==> src/input_map_pkg.sv <==
// Constants for the input terminal function map.
// Assumes a single core clock and an APB register slave.
package input_map_pkg;
    localparam int NUM_TERMINALS = 7;
    localparam int CODE_W = 6;
    localparam int NUM_GENERAL = 16;

    // Assignment codes
    localparam logic [5:0] CODE_NONE = 6'h00;
    localparam logic [5:0] CODE_FORWARD_RUN = 6'h01;
    localparam logic [5:0] CODE_BACKWARD_RUN = 6'h02;
    localparam logic [5:0] CODE_STOP_MODE = 6'h13;
    localparam logic [5:0] CODE_BRAKE_RELEASE = 6'h14;
    localparam logic [5:0] CODE_EXT_FAULT = 6'h15;
    localparam logic [5:0] CODE_REGEN_OVERHEAT = 6'h16;
    localparam logic [5:0] CODE_FAULT_CLEAR = 6'h18;
    localparam logic [5:0] CODE_SETTER_LOCK = 6'h1B;
    localparam logic [5:0] CODE_GENERAL_BASE = 6'h20;
    localparam logic [5:0] CODE_OP_SELECT_BASE = 6'h30;
    localparam logic [5:0] CODE_TORQUE_LIMIT = 6'h36;

    // Reset assignment per terminal, then the network input reset word
    localparam logic [5:0] RESET_CODE_0 = 6'h01;
    localparam logic [5:0] RESET_CODE_1 = 6'h02;
    localparam logic [5:0] RESET_CODE_2 = 6'h13;
    localparam logic [5:0] RESET_CODE_3 = 6'h30;
    localparam logic [5:0] RESET_CODE_4 = 6'h18;
    localparam logic [5:0] RESET_CODE_5 = 6'h14;
    localparam logic [5:0] RESET_CODE_6 = 6'h16;
    localparam logic [31:0] RESET_NET_INPUT = 32'h0000_0180;

    // APB byte addresses
    localparam logic [7:0] ADDR_ASSIGN_BASE = 8'h00;
    localparam logic [7:0] ADDR_ASSIGN_LAST = 8'h18;
    localparam logic [7:0] ADDR_NET_INPUT = 8'h20;
    localparam logic [7:0] ADDR_FUNC_STATUS = 8'h24;
    localparam logic [7:0] ADDR_GENERAL = 8'h28;
    localparam logic [7:0] ADDR_PIN_STATUS = 8'h2C;

    // Network input and function status bit positions
    localparam int BIT_FORWARD_RUN = 0;
    localparam int BIT_BACKWARD_RUN = 1;
    localparam int BIT_STOP_MODE = 2;
    localparam int BIT_BRAKE_RELEASE = 3;
    localparam int BIT_EXT_FAULT = 4;
    localparam int BIT_REGEN_OVERHEAT = 5;
    localparam int BIT_FAULT_CLEAR = 6;
    localparam int BIT_SETTER_LOCK = 7;
    localparam int BIT_TORQUE_LIMIT = 8;
    localparam int BIT_OP_SELECT = 12;
    localparam int BIT_GENERAL = 16;
    localparam int NET_W = 32;
endpackage

==> src/pin_sync.sv <==
// Two flip-flop synchroniser for one input pin.
// Assumes the pin is asynchronous to CORE_CLK.
module pin_sync (
    input wire logic clk,
    input wire logic rst_b,
    input wire logic pin,
    output logic sync
);
    logic stage1;

    always_ff @(posedge clk or negedge rst_b) begin
        if (!rst_b) begin
            stage1 <= 1'b0;
            sync <= 1'b0;
        end else begin
            stage1 <= pin;
            sync <= stage1;
        end
    end
endmodule

==> src/code_decode.sv <==
// Decodes one terminal's assignment code into a one-hot hit per function.
// Assumes the terminal level is already synchronised.
module code_decode (
    input wire logic [5:0] code,
    input wire logic level,
    output logic hit_fwd,
    output logic hit_bwd,
    output logic hit_stop,
    output logic hit_brake,
    output logic hit_fault,
    output logic hit_heat,
    output logic hit_clear,
    output logic is_lock,
    output logic is_tlim,
    output logic [3:0] hit_op,
    output logic [15:0] hit_gen,
    output logic [3:0] is_op_any
);
    wire is_gen = code[5:4] == 2'h2;
    wire is_op = (code[5:4] == 2'h3) && (code[3:2] == 2'h0);

    // Code 0 and unlisted codes match nothing
    assign hit_fwd = level && (code == input_map_pkg::CODE_FORWARD_RUN);
    assign hit_bwd = level && (code == input_map_pkg::CODE_BACKWARD_RUN);
    assign hit_stop = level && (code == input_map_pkg::CODE_STOP_MODE);
    assign hit_brake = level && (code == input_map_pkg::CODE_BRAKE_RELEASE);
    assign hit_fault = level && (code == input_map_pkg::CODE_EXT_FAULT);
    assign hit_heat = level && (code == input_map_pkg::CODE_REGEN_OVERHEAT);
    assign hit_clear = level && (code == input_map_pkg::CODE_FAULT_CLEAR);
    assign is_lock = code == input_map_pkg::CODE_SETTER_LOCK;
    assign is_tlim = code == input_map_pkg::CODE_TORQUE_LIMIT;

    genvar i;
    generate
        for (i = 0; i < 16; i++) begin : g_gen
            assign hit_gen[i] = level && is_gen && (code[3:0] == 4'(i));
        end
        for (i = 0; i < 4; i++) begin : g_op
            assign is_op_any[i] = is_op && (code[1:0] == 2'(i));
            assign hit_op[i] = level && is_op_any[i];
        end
    endgenerate
endmodule

==> src/input_terminal_function_map.sv <==
// Input terminal function map with APB register slave.
// Assumes terminal pins are asynchronous and APB runs on CORE_CLK.
// Operation
// Each of seven terminals routes to one function via its code.
// Code 0 ignores the terminal entirely.
// Code 1 routes to forward run.
// Code 2 routes to backward run.
// Code 19 routes to stop style select.
// Code 20 routes to brake release.
// Code 21 routes to external fault stop, normally closed.
// Code 24 routes to fault clear.
// Code 27 routes to normally closed setter lock release.
// Codes 48 to 51 form the four operation select bits.
// Code 54 routes to normally closed torque limit disable.
// Same functions also come from network inputs.
// Assignment codes are writable and applied as written.
// Codes 32 to 47 drive sixteen general bits, readable only.
// Reset codes are 1, 2, 19, 48, 24, 20, 22.
// A function on several terminals is active if any is.
// Fault clear pulses when its input goes active to inactive.
// Lock and torque inputs idle active; several need all active.
// Terminal inputs pass two flip-flops before mapping.
//
// The APB register port and the register offsets were left to the implementer.
module input_terminal_function_map (
    input wire logic CORE_CLK,
    input wire logic RST_B,
    input wire logic [6:0] INPUT_PIN,
    input wire logic PSEL,
    input wire logic PENABLE,
    input wire logic PWRITE,
    input wire logic [7:0] PADDR,
    input wire logic [31:0] PWDATA,
    output logic [31:0] PRDATA,
    output logic PREADY,
    output logic PSLVERR,
    output logic FORWARD_RUN,
    output logic BACKWARD_RUN,
    output logic STOP_MODE,
    output logic BRAKE_RELEASE,
    output logic EXTERNAL_FAULT_STOP,
    output logic REGEN_OVERHEAT_SENSE,
    output logic FAULT_CLEAR,
    output logic SETTER_LOCK_RELEASE,
    output logic TORQUE_LIMIT_DISABLE,
    output logic [3:0] OP_SELECT,
    output logic [15:0] GENERAL_BITS
);
    localparam int N = input_map_pkg::NUM_TERMINALS;

    logic [6:0] pin_level;
    logic [5:0] code [0:6];
    logic [31:0] net_input;
    logic clear_prev;

    logic [6:0] t_fwd, t_bwd, t_stop, t_brake, t_fault, t_heat, t_clear;
    logic [6:0] t_lock_sel, t_tlim_sel;
    logic [3:0] t_op [0:6];
    logic [15:0] t_gen [0:6];

    // Per terminal synchroniser and decoder
    genvar i;
    generate
        for (i = 0; i < N; i++) begin : g_term
            // Each terminal synchronised first
            pin_sync u_sync (
                .clk(CORE_CLK),
                .rst_b(RST_B),
                .pin(INPUT_PIN[i]),
                .sync(pin_level[i])
            );
            // Per terminal decode of its code
            code_decode u_dec (
                .code(code[i]),
                .level(pin_level[i]),
                .hit_fwd(t_fwd[i]),
                .hit_bwd(t_bwd[i]),
                .hit_stop(t_stop[i]),
                .hit_brake(t_brake[i]),
                .hit_fault(t_fault[i]),
                .hit_heat(t_heat[i]),
                .hit_clear(t_clear[i]),
                .is_lock(t_lock_sel[i]),
                .is_tlim(t_tlim_sel[i]),
                .hit_op(t_op[i]),
                .hit_gen(t_gen[i]),
                .is_op_any()
            );
        end
    endgenerate

    // Combine terminals with OR
    wire any_fwd = |t_fwd;
    wire any_bwd = |t_bwd;
    wire any_stop = |t_stop;
    wire any_brake = |t_brake;
    wire any_fault = |t_fault;
    wire any_heat = |t_heat;
    wire any_clear = |t_clear;
    logic [3:0] acc_op [0:N];
    logic [15:0] acc_gen [0:N];
    assign acc_op[0] = 4'h0;
    assign acc_gen[0] = 16'h0000;
    generate
        for (i = 0; i < N; i++) begin : g_any
            assign acc_op[i + 1] = acc_op[i] | t_op[i];
            assign acc_gen[i + 1] = acc_gen[i] | t_gen[i];
        end
    endgenerate
    wire [3:0] any_op = acc_op[N];
    wire [15:0] any_gen = acc_gen[N];

    // Unassigned lock terminals count as active, so AND holds
    wire pins_lock = &(~t_lock_sel | pin_level);
    wire pins_tlim = &(~t_tlim_sel | pin_level);

    // Network inputs merge with direct terminals
    wire next_fwd = any_fwd | net_input[input_map_pkg::BIT_FORWARD_RUN];
    wire next_bwd = any_bwd | net_input[input_map_pkg::BIT_BACKWARD_RUN];
    wire next_stop = any_stop | net_input[input_map_pkg::BIT_STOP_MODE];
    wire next_brake = any_brake
        | net_input[input_map_pkg::BIT_BRAKE_RELEASE];
    wire next_fault = any_fault | net_input[input_map_pkg::BIT_EXT_FAULT];
    wire next_heat = any_heat
        | net_input[input_map_pkg::BIT_REGEN_OVERHEAT];
    wire clear_level = any_clear
        | net_input[input_map_pkg::BIT_FAULT_CLEAR];
    // Lock functions need every source active
    wire next_lock = pins_lock & net_input[input_map_pkg::BIT_SETTER_LOCK];
    wire next_tlim = pins_tlim
        & net_input[input_map_pkg::BIT_TORQUE_LIMIT];
    wire [3:0] next_op = any_op
        | net_input[input_map_pkg::BIT_OP_SELECT +: 4];
    wire [15:0] next_gen = any_gen
        | net_input[input_map_pkg::BIT_GENERAL +: 16];
    // Falling edge of fault clear gives one pulse
    wire next_clear = clear_prev & ~clear_level;

    // APB decode
    wire apb_access = PSEL && PENABLE;
    wire setup_phase = PSEL && !PENABLE;
    wire is_assign = (PADDR >= input_map_pkg::ADDR_ASSIGN_BASE)
        && (PADDR <= input_map_pkg::ADDR_ASSIGN_LAST)
        && (PADDR[1:0] == 2'h0);
    wire [2:0] assign_idx = PADDR[4:2];
    wire is_net = PADDR == input_map_pkg::ADDR_NET_INPUT;
    wire is_status = PADDR == input_map_pkg::ADDR_FUNC_STATUS;
    wire is_general = PADDR == input_map_pkg::ADDR_GENERAL;
    wire is_pins = PADDR == input_map_pkg::ADDR_PIN_STATUS;
    wire is_mapped = is_assign || is_net || is_status || is_general
        || is_pins;
    // Write strobes per register
    wire wr_en = apb_access && PWRITE && is_assign;
    wire wr_net = apb_access && PWRITE && is_net;

    // Status word uses the network bit positions
    logic [31:0] status_word;
    always_comb begin
        status_word = 32'h0000_0000;
        status_word[input_map_pkg::BIT_FORWARD_RUN] = FORWARD_RUN;
        status_word[input_map_pkg::BIT_BACKWARD_RUN] = BACKWARD_RUN;
        status_word[input_map_pkg::BIT_STOP_MODE] = STOP_MODE;
        status_word[input_map_pkg::BIT_BRAKE_RELEASE] = BRAKE_RELEASE;
        status_word[input_map_pkg::BIT_EXT_FAULT] = EXTERNAL_FAULT_STOP;
        status_word[input_map_pkg::BIT_REGEN_OVERHEAT] = REGEN_OVERHEAT_SENSE;
        status_word[input_map_pkg::BIT_FAULT_CLEAR] = FAULT_CLEAR;
        status_word[input_map_pkg::BIT_SETTER_LOCK] = SETTER_LOCK_RELEASE;
        status_word[input_map_pkg::BIT_TORQUE_LIMIT] = TORQUE_LIMIT_DISABLE;
        status_word[input_map_pkg::BIT_OP_SELECT +: 4] = OP_SELECT;
    end

    // Read words for the code and pin registers
    wire [31:0] code_word = {26'h0, code[assign_idx]};
    wire [31:0] pin_word = {25'h0, pin_level};
    // Read mux, unmapped addresses read zero
    wire [31:0] next_rdata;
    assign next_rdata = !is_mapped ? 32'h0000_0000
        : is_assign ? code_word
        : is_net ? net_input
        : is_status ? status_word
        : is_general ? {16'h0000, GENERAL_BITS}
        : pin_word;

    // Reset assignment per terminal
    wire [5:0] reset_code [0:6];
    assign reset_code[0] = input_map_pkg::RESET_CODE_0;
    assign reset_code[1] = input_map_pkg::RESET_CODE_1;
    assign reset_code[2] = input_map_pkg::RESET_CODE_2;
    assign reset_code[3] = input_map_pkg::RESET_CODE_3;
    assign reset_code[4] = input_map_pkg::RESET_CODE_4;
    assign reset_code[5] = input_map_pkg::RESET_CODE_5;
    assign reset_code[6] = input_map_pkg::RESET_CODE_6;

    generate
        for (i = 0; i < N; i++) begin : g_code
            // Written code takes effect at once
            always_ff @(posedge CORE_CLK or negedge RST_B) begin
                if (!RST_B) begin
                    code[i] <= reset_code[i];
                end else if (wr_en && (assign_idx == 3'(i))) begin
                    code[i] <= PWDATA[5:0];
                end
            end
        end
    endgenerate

    // Network word; lock bits idle active
    always_ff @(posedge CORE_CLK or negedge RST_B) begin
        if (!RST_B) begin
            net_input <= input_map_pkg::RESET_NET_INPUT;
        end else if (wr_net) begin
            net_input <= PWDATA;
        end
    end

    // Read data captured in the setup cycle and held
    always_ff @(posedge CORE_CLK or negedge RST_B) begin
        if (!RST_B) begin
            PRDATA <= 32'h0000_0000;
        end else if (setup_phase) begin
            PRDATA <= next_rdata;
        end
    end

    // Every access ends after one cycle
    always_ff @(posedge CORE_CLK or negedge RST_B) begin
        if (!RST_B) begin
            PREADY <= 1'b0;
        end else begin
            PREADY <= setup_phase;
        end
    end

    // Unmapped addresses answer with an error
    always_ff @(posedge CORE_CLK or negedge RST_B) begin
        if (!RST_B) begin
            PSLVERR <= 1'b0;
        end else begin
            PSLVERR <= setup_phase && !is_mapped;
        end
    end

    // Forward run
    always_ff @(posedge CORE_CLK or negedge RST_B) begin
        if (!RST_B) begin
            FORWARD_RUN <= 1'b0;
        end else begin
            FORWARD_RUN <= next_fwd;
        end
    end

    // Backward run
    always_ff @(posedge CORE_CLK or negedge RST_B) begin
        if (!RST_B) begin
            BACKWARD_RUN <= 1'b0;
        end else begin
            BACKWARD_RUN <= next_bwd;
        end
    end

    // Stop style select
    always_ff @(posedge CORE_CLK or negedge RST_B) begin
        if (!RST_B) begin
            STOP_MODE <= 1'b0;
        end else begin
            STOP_MODE <= next_stop;
        end
    end

    // Brake release
    always_ff @(posedge CORE_CLK or negedge RST_B) begin
        if (!RST_B) begin
            BRAKE_RELEASE <= 1'b0;
        end else begin
            BRAKE_RELEASE <= next_brake;
        end
    end

    // External fault stop, high while contact closed
    always_ff @(posedge CORE_CLK or negedge RST_B) begin
        if (!RST_B) begin
            EXTERNAL_FAULT_STOP <= 1'b0;
        end else begin
            EXTERNAL_FAULT_STOP <= next_fault;
        end
    end

    // Regeneration overheat sense
    always_ff @(posedge CORE_CLK or negedge RST_B) begin
        if (!RST_B) begin
            REGEN_OVERHEAT_SENSE <= 1'b0;
        end else begin
            REGEN_OVERHEAT_SENSE <= next_heat;
        end
    end

    // Fault clear pulse
    always_ff @(posedge CORE_CLK or negedge RST_B) begin
        if (!RST_B) begin
            FAULT_CLEAR <= 1'b0;
        end else begin
            FAULT_CLEAR <= next_clear;
        end
    end

    // Idle level of fault clear is low, so no false edge
    always_ff @(posedge CORE_CLK or negedge RST_B) begin
        if (!RST_B) begin
            clear_prev <= 1'b0;
        end else begin
            clear_prev <= clear_level;
        end
    end

    // Setter lock release
    always_ff @(posedge CORE_CLK or negedge RST_B) begin
        if (!RST_B) begin
            SETTER_LOCK_RELEASE <= 1'b0;
        end else begin
            SETTER_LOCK_RELEASE <= next_lock;
        end
    end

    // Torque limit disable
    always_ff @(posedge CORE_CLK or negedge RST_B) begin
        if (!RST_B) begin
            TORQUE_LIMIT_DISABLE <= 1'b0;
        end else begin
            TORQUE_LIMIT_DISABLE <= next_tlim;
        end
    end

    // Operation select bits
    always_ff @(posedge CORE_CLK or negedge RST_B) begin
        if (!RST_B) begin
            OP_SELECT <= 4'h0;
        end else begin
            OP_SELECT <= next_op;
        end
    end

    // General bits
    always_ff @(posedge CORE_CLK or negedge RST_B) begin
        if (!RST_B) begin
            GENERAL_BITS <= 16'h0000;
        end else begin
            GENERAL_BITS <= next_gen;
        end
    end
endmodule

==> config.mk <==
export PLATFORM = sky130hd
export DESIGN_NAME = input_terminal_function_map
export DESIGN_NICKNAME = d
export VERILOG_FILES = /design/src/input_map_pkg.sv /design/src/pin_sync.sv /design/src/code_decode.sv /design/src/input_terminal_function_map.sv
export SDC_FILE = /design/constraint.sdc
export NUM_CORES = 1
export LEC_CHECK = 0
export BUFFER_PORTS_ARGS = -buffer_cell sky130_fd_sc_hd__buf_2
export CAP_MARGIN = 20
export CORE_MARGIN = 2
export CORE_UTILIZATION = 33
export CTS_BUF_LIST = sky130_fd_sc_hd__clkbuf_2
export CTS_CLUSTER_DIAMETER = 120
export DETAILED_ROUTE_END_ITERATION = 16
export GPL_TIMING_DRIVEN = 1
export SLEW_MARGIN = 20
export SYNTH_ARGS = -nofsm -noshare
export SYNTH_HDL_FRONTEND = slang
export SYNTH_SLANG_ARGS = --single-unit
==> constraint.sdc <==
create_clock -name CORE_CLK -period 3 [get_ports CORE_CLK]
set_input_delay 0.6 -clock CORE_CLK [delete_from_list [all_inputs] [get_ports CORE_CLK]]
set_output_delay 0.6 -clock CORE_CLK [all_outputs]
set_load 0.005 [all_outputs]
# Word-level counts from Yosys, hierarchy flattened
# Index checks and enable logic that the tools add are counted.
[word_totals]
out_inout_bits = 63
ff_bits = 152
wordCells = 575
inputBits = 52
[op_classes]
n_reduce_logical = 284
muxes = 8
eq_ne = 213
magnitude_cmp = 3
bitwise_logic = 30
[op_table]
columns = ["cell", "n"]
rows = [
  ["6-bit by 5-bit == test with 1-bit output (second input constant)", 42],
  ["1-bit logical AND", 246],
  ["4-bit == test (second input constant)", 56],
  ["4-bit by 3-bit == test with 1-bit output (second input constant)", 28],
  ["16-bit bitwise OR", 7],
  ["32-bit two-way mux", 3],
  ["2-bit == test (second input constant)", 28],
  ["4-bit by 2-bit == test with 1-bit output (second input constant)", 14],
  ["7-bit OR reduction", 7],
  ["6-bit by 1-bit == test with 1-bit output (second input constant)", 7],
  ["6-bit by 2-bit == test with 1-bit output (second input constant)", 7],
  ["6-bit == test (second input constant)", 7],
  ["8-bit by 6-bit == test with 1-bit output (second input constant)", 4],
  ["16-bit two-way mux", 2],
  ["2-bit zero test", 15],
  ["4-bit by 1-bit == test with 1-bit output (second input constant)", 7],
  ["4-bit zero test", 7],
  ["4-bit bitwise OR", 7],
  ["6-bit binary-select mux with 3-bit select", 1],
  ["2-bit by 1-bit == test with 1-bit output (second input constant)", 7],
  ["7-bit inverter", 2],
  ["7-bit bitwise OR", 2],
  ["7-bit AND reduction", 2],
  ["6-bit two-way mux", 2],
  ["13 further kinds", 28],
]

# Longest topological paths before layout
# Gate-level depths: netlist of the first run.
[depth]
word_depth = 11
ltp_mapped = 7
ltp_nobuf = 5

# Cells and area by module
# From an unflattened synthesis of the first run, not the netlist that was laid out.
[unflattened]
cells_unflattened = 885
area_unflattened_um2 = 8562.0
[by_module_without_submodules]
columns = ["mod", "cells_each", "n_inst", "area_per_inst_um2", "seq_area_each_um2"]
rows = [
  ["input_terminal_function_map", 507, 1, 6214.7, 3473.3],
  ["code_decode", 52, 7, 285.3, 0.0],
  ["pin_sync", 2, 7, 50.0, 50.0],
]

# Least setup slack after synthesis of the first run
# Ideal clock, no wire load.
[synth_timing]
path_kind = "input to register"
from = "input PADDR[1]"
to = "register code[0] (netlist bit)"
required_time_ns = 2.875
slack_ns = 0.788
stages = 5
arrival_time_ns = 2.087
setup_time_ns = 0.125
path_cell_list = "or4_4 > buf_2 > nor4b_4 > nand2_1 > mux2_2"
[synth_between]
elab_chain_len = 5
[synth_rtl]
columns = ["element", "line_no", "source"]
rows = [
  ["start, declared", "input_terminal_function_map.sv:32", "input wire logic [7:0] PADDR,"],
  ["8-bit by 1-bit >= comparator with 1-bit output / 8-bit by 5-bit less-or-equal comparator with 1-bit output (equally long branches)", "input_terminal_function_map.sv:142, input_terminal_function_map.sv:143", ""],
  ["1-bit logical AND", "input_terminal_function_map.sv:143", "&& (PADDR <= input_map_pkg::ADDR_ASSIGN_LAST)"],
  ["1-bit logical AND (*)", "input_terminal_function_map.sv:144", "&& (PADDR[1:0] == 2'h0);"],
  ["1-bit logical AND (*)", "input_terminal_function_map.sv:153", "wire wr_en = apb_access && PWRITE && is_assign;"],
  ["1-bit logical AND (*)", "input_terminal_function_map.sv:200", "end else if (wr_en && (assign_idx == 3'(i))) begin"],
  ["end signal, assigned by index", "input_terminal_function_map.sv:199", "code[i] <= reset_code[i];"],
  ["end signal, assigned by index", "input_terminal_function_map.sv:201", "code[i] <= PWDATA[5:0];"],
  ["end, declared", "input_terminal_function_map.sv:52", "logic [5:0] code [0:6];"],
]
# Mark *: on every way between the ends. The rest lies on a longest branch, timed or not.
# A chain may end at the register's enable or synchronous reset.

# Final worst setup path of the first run
[layout_timing]
from = "register code[0] (netlist bit)"
to = "register FORWARD_RUN"
[layout_between]
elab_chain_len = 4
[layout_rtl]
columns = ["element", "line_no", "source"]
rows = [
  ["6-bit by 1-bit == test with 1-bit output", "code_decode.sv:23", "assign hit_fwd = level && (code == input_map_pkg::CODE_FORWARD_RUN);"],
  ["1-bit logical AND", "code_decode.sv:23", ""],
  ["7-bit OR reduction", "input_terminal_function_map.sv:93", "wire any_fwd = |t_fwd;"],
  ["1-bit bitwise OR", "input_terminal_function_map.sv:118", "wire next_fwd = any_fwd | net_input[input_map_pkg::BIT_FORWARD_RUN];"],
  ["via next_fwd", "input_terminal_function_map.sv:118", ""],
  ["end signal, assigned", "input_terminal_function_map.sv:248", "FORWARD_RUN <= next_fwd;"],
  ["end, declared", "input_terminal_function_map.sv:37", "output logic FORWARD_RUN,"],
]
# The timed path passes the listed nets, and every way through them passes these cells.

==> results of run 1 <==
-- kinds of logic after synthesis --
family          count (synthesis)  synth area share (%)
compound gates                146                  13.0
buf+inv                        76                  3.45
flops                         152                  45.2
mux                           105                  13.7
simple gates                  350                  24.7
-- worst paths after layout --
kind	to	from
hold / removal	net_input[30]	PWDATA[30]
max in group asynchronous	PRDATA[27]	RST_B
setup reg to reg	FORWARD_RUN	code[0]
min in group asynchronous	PRDATA[19]	RST_B
setup / recovery	FORWARD_RUN	code[0]
hold reg to reg	g_term[1].u_sync.sync	g_term[1].u_sync.stage1
-- metrics by stage --
step	setup slack, ns	hold WS, ns	utilization [%]	cell area, um2	instances
after global placement	0.409	0.334	37.3	9400	1228
final	0.689	0.0316	39.2	9870	1287
after floorplan	0.788	0.304	-	8460	829
after global routing	0.686	0.00152	39.2	9870	1287
after CTS	0.810	0.000645	38.9	9810	1279
after detailed placement	0.400	0.335	37.3	9400	1228
-- sequential cells by signal, summed over array words and instances, names as in the netlist, 4 cells and up --
register / count
g_term.u_sync.sync: 7
code: 42
PRDATA: 32
g_term.u_sync.stage1: 7
net_input: 32
OP_SELECT: 4
GENERAL_BITS: 16
-- timing repair --
action | 4_1_cts | 5_1_grt
setup buffers | 0 | 0
hold buffers | 19 | 6
endpoints found under the hold margin | 81 | 6
gates resized for setup | 0 | 0
-- layout make-up --
type                            instances  area (um2)
Multi-Input combinational cell        601        4350
Clock inverter                         15         135
Clock buffer                           17        85.1
Tap cell                              330         413
Antenna cell                            2        5.00
Sequential cell                       152        3820
Timing Repair Buffer                  158        1020
Inverter                               12        45.0
Fill cell                            2507       15300
-- cell usage in the layout, fill, tap and decap left out, types with 11 or more instances in the layout --
cell type / instances
a22oi_1: 14
nand2b_1: 17
nand3_1: 28
nor2b_1: 20
or4_1: 11
clkbuf_2: 17
nand4_1: 16
nor3_1: 38
inv_1: 12
buf_4: 15
nand3b_1: 17
mux2_2: 74
nor4_1: 28
a21oi_1: 24
nand2_1: 44
buf_2: 113
dlygate4sd3_1: 25
dfstp_2: 16
nor2_1: 53
dfrtp_1: 136
a22o_1: 17
mux2i_1: 30
-- report_power, final --
| group | switching [mW] | total, mW | internal [mW] |
|---|---|---|---|
| Combinational | 0.196 | 0.328 | 0.132 |
| Clock | 0.894 | 1.15 | 0.258 |
| Sequential | 0.0748 | 2.17 | 2.09 |
-- per-layer routing --
layer	wire length, um	track usage, %
met3	4280	7.47
met4	2210	14.3
met5	25	0
met2	15500	40.2
met1	14000	33.9
-- worst register-to-register path: stages, from the launching register on --
cell and delay (ns):
dfrtp_1 0.98, nor4b_1 0.64, nor4bb_1 0.36, nor3_1 0.07, o311ai_0 0.16
==> results.md, run 1 <==
* Mapped Area at 8460 um2
* FMAX at 0.433 GHz
* Area delta synth->final at 16.7%
* RD Place Congestion at 1.01
* Max-cap violations at 0
* Final Power at 3.65 mW
* Setup CP Type: reg2reg
* Clock Sinks at 152
* Drt pass-1 iters at 8
* Worst Path Required at 3.67 ns
* Ranking of synthesized cells by area: dfrtp_1, mux2_2, dfstp_2, mux2i_1, nor2_1
* I/O pin cnt at 115
* Asr flop ratio synth at 100%
* Root buffer cell: clkbuf_2
* CP Max Fanout at 15
* Share of cells above drive strength 1 at 28.9%
* Initial Util at 33.6%
* Leakage at 4.48 nW
* Fin crit period at 2.31 ns
* Dpl hpwl at 25.7 mm
* Nets at 994
* Clock slew at reported path FFs at 0.27 ns
* Post-synth cell types at 65
* Worst relative slew slack at 40.7%
* Sequential area share after synthesis at 45.2%
* Die Footprint at 26900 um2
* Setup crit end kind: flop
* Cells after Synth at 829
* Chip width at 164 um
* Post-synth net total at 881
* CTS tree: done
* Slowest CP cell: dfrtp_1
* RSZ-0062 raised after global routing: no
* R2r worst-path depth at 4
* DR vias/cell at 6.32
* PwrDens at 369 nW/um2
* Clock buffer depth at 2
* Core area at 25200 um2
* H-tree Lvls at 4
* Critical path's top delay family: simple AND/OR/NAND/NOR gates
* Initial drt markers at 1066
* Initial antenna violation count at 5
* VDD IR max at 0.174 mV
* Slowest stage delay, CP at 0.98 ns
* Mean Syn Cell Area at 10.2 um2
* Final slew viol count at 0
* Clock Skew at 0.0350 ns
* YS warnings at 0
* Most frequent cell after synthesis: dfrtp_1
* Clock latency on the worst-skew pair at 0.79 ns
* Worst Hold Class: in2reg
* First-pass GRT wire length at 51.6 mm
* CP arrival at 2.98 ns
* Port bufs at 114
* Die Ht at 164 um
* Final Hold Vio Count at 0
* GRT Util Overall at 26.4%
* EDFF count, synth at 0
* Wirelength, routed at 36.0 mm
* Largest net degree at the start of global routing at 68
* Grt total ovfl at 0
* Antenna Nets Post-Route at 0
* Status: finished, final reports clean
* Yosys top cell area share at 40.2%
* WP buf/inv at 0
* Critical-path cell list: nor4b_1 > nor4bb_1 > nor3_1 > o311ai_0
* Vias in the first global route at 7827
* Num rows at 58
* Worst-Margin Slew at 0.890 ns
* DRC at 0
* Total CTS buffers at 17
* Wire length per cell at 28.0 um
* Synth cell count leaders: dfrtp_1, mux2_2, nor2_1, clkbuf_1, nand2_1
* Post-synth top flop: dfrtp_1
* TNS Setup at 0 ns
* Synth area leader: dfrtp_1
* DR vias at 8128
* Yosys reg bits at 152
* # setup viols final at 0
* Worst Hold Path Cells at 2
* Cell depth of the worst setup path at 4
* Final worst-path cycle share at 77.0%
* Critical Path Source Type: flop
* Reg2reg setup slack at 0.69 ns
(Power assumes the default switching activity.)
==> inputs of run 2 (changes only) <==
- clock period: 3 -> 2.15 ns (I/O delays scaled with it)
==> results.md, run 2 (synthesis gave the netlist of run 1 again) <==
* CP arrival at 2.78 ns
* Antenna Nets Post-Route at 0
* Cell area after layout at 10700 um2
* Placed Cells at 1313
* Most common library cell in the layout ignoring fill and taps: dfrtp_1
* Chip width at 164 um
* VDD IR max at 0.284 mV
* Total CTS buffers at 17
* Critical Path Source Type: flop
* Initial drt markers at 1046
* Placement-stage cell area at 10100 um2
* Most flop-heavy register: code
* Max-cap violations at 0
* H-tree Lvls at 4
* CP Max Fanout at 13
* Worst Path Required at 2.87 ns
* Area delta synth->final at 26.8%
* Root buffer cell: clkbuf_2
* Slowest stage delay, CP at 0.86 ns
* Die Footprint at 26900 um2
* Initial antenna violation count at 1
* Clock latency on the worst-skew pair at 0.77 ns
* Clock buffer depth at 2
* Dpl hpwl at 28.7 mm
* Post-CTS setup buffer count at 0
* Final Hold Vio Count at 0
* Slowest CP cell: dfstp_2
* Worst Hold Class: in2reg
* Register area at 3820 um2
* WHS at 0.0433 ns
* PwrDens at 508 nW/um2
* Clock slew at reported path FFs at 0.25 ns
* Final Power at 5.45 mW
* CTS tree: done
* Final worst-path cycle share at 96.2%
* Vias in the first global route at 8462
* First-pass GRT wire length at 55.2 mm
* Worst-Margin Slew at 0.769 ns
* Post-Place Setup Slack at -0.0670 ns
* Top Registers: code (42), PRDATA (32), net_input (32)
* Worst relative slew slack at 48.7%
* Critical path's top delay family: simple AND/OR/NAND/NOR gates
* Core area at 25200 um2
* Setup WS post-layout at 0.0827 ns
* Clock Skew at 0.0380 ns
* Status: finished, final reports clean
* Area occupied by multi-input gates at 4350 um2
* Worst Hold Path Cells at 2
* Drt pass-1 iters at 7
* I/O pin cnt at 115
* Clock Sinks at 152
* Most frequent cells in the layout: dfrtp_1, buf_2, buf_4
* FMAX at 0.484 GHz
* # setup viols final at 0
* Leakage at 4.99 nW
* Largest net degree at the start of global routing at 52
* GRT Util Overall at 28.1%
* Final slew viol count at 0
* Die Ht at 164 um
* Setup crit end kind: flop
* WP buf/inv at 0
* R2r worst-path depth at 4
* Initial Util at 33.6%
* Share of cells above drive strength 1 at 34.4%
* Grt total ovfl at 0
* Fin crit period at 2.07 ns
* RD Place Congestion at 1.05
* Wirelength, routed at 37.9 mm
* Port bufs at 114
* Wire length per cell at 27.5 um
* Num rows at 58
* Cell depth of the worst setup path at 4
* DR vias/cell at 6.19
* Critical-path cell list: or4b_2 > o22ai_1 > nor3_1 > nand3_1
* RSZ-0062 raised after global routing: no
* Setup CP Type: reg2reg
* DRC at 0
* Final non-filler cell total at 1382
* Nets at 1090
* Filler cell count at 2470
* DR vias at 8553
* Max reg flops at 42
run 2: cell count changes in the layout (fill, tap and decap cells not counted), sizes merged, moves of 3 or more:
cell and delta:
dlygate4sd3 +11, inv -4, buf +85, bufinv +3
run 2: where the power goes:
| group | total, mW | leakage (nW) | internal (mW) | switching (mW) |
|---|---|---|---|---|
| Clock | 1.90 | 0.160 | 0.692 | 1.21 |
| Combinational | 0.555 | 2.80 | 0.233 | 0.322 |
| Sequential | 2.99 | 2.03 | 2.92 | 0.0718 |
run 2: worst paths after layout:
check                                              from                     to  slack, ns
max in group asynchronous                         RST_B               code[31]       1.32
min in group asynchronous                         RST_B             PRDATA[16]       0.11
worst min register to register  g_term[4].u_sync.stage1  g_term[4].u_sync.sync       0.38
worst max register to register                  code[1]        GENERAL_BITS[2]       0.08
worst max-delay path                            code[1]        GENERAL_BITS[2]       0.08
worst min-delay path                          PWDATA[2]               code[38]       0.04
run 2: repair_timing:
action / CTS / global route
setup endpoints to repair: 0 / 1
resized for setup: 0 / 2
hold buffers: 36 / 0
endpoints found under the hold margin: 169 / 0
run 2: worst register-to-register path: cells and delay by family (launching register included):
| family | cells | cell delay (ns) |
|---|---|---|
| AOI/OAI and AO/OA | 1 | 0.27 |
| DFF | 1 | 0.86 |
| and+or+nand+nor | 3 | 0.87 |
run 2: final cells by class:
| cell class | instances | share of cell area (%) |
|---|---|---|
| diodes | 1 | 0.0233 |
| clock inverters | 14 | 1.76 |
| repair buffers | 254 | 16.9 |
| flip-flops and latches | 152 | 35.6 |
| inverters | 12 | 0.420 |
| well taps | 330 | 3.85 |
| clock buffers | 18 | 0.840 |
| multi-input cells | 601 | 40.5 |
run 2: layer usage:
metal,share of wire [%],track usage (%)
met5,0,0
met4,6.1,14.7
met3,11,7.78
met2,44,44.2
met1,38,35.2
run 2: metrics by stage:
step	utilization [%]	TNS (ns)
after floorplan	-	0
after detailed placement	40.0	-0.816
after global placement	40.0	-0.961
after CTS	42.6	0
final	42.6	0
after global routing	42.6	0
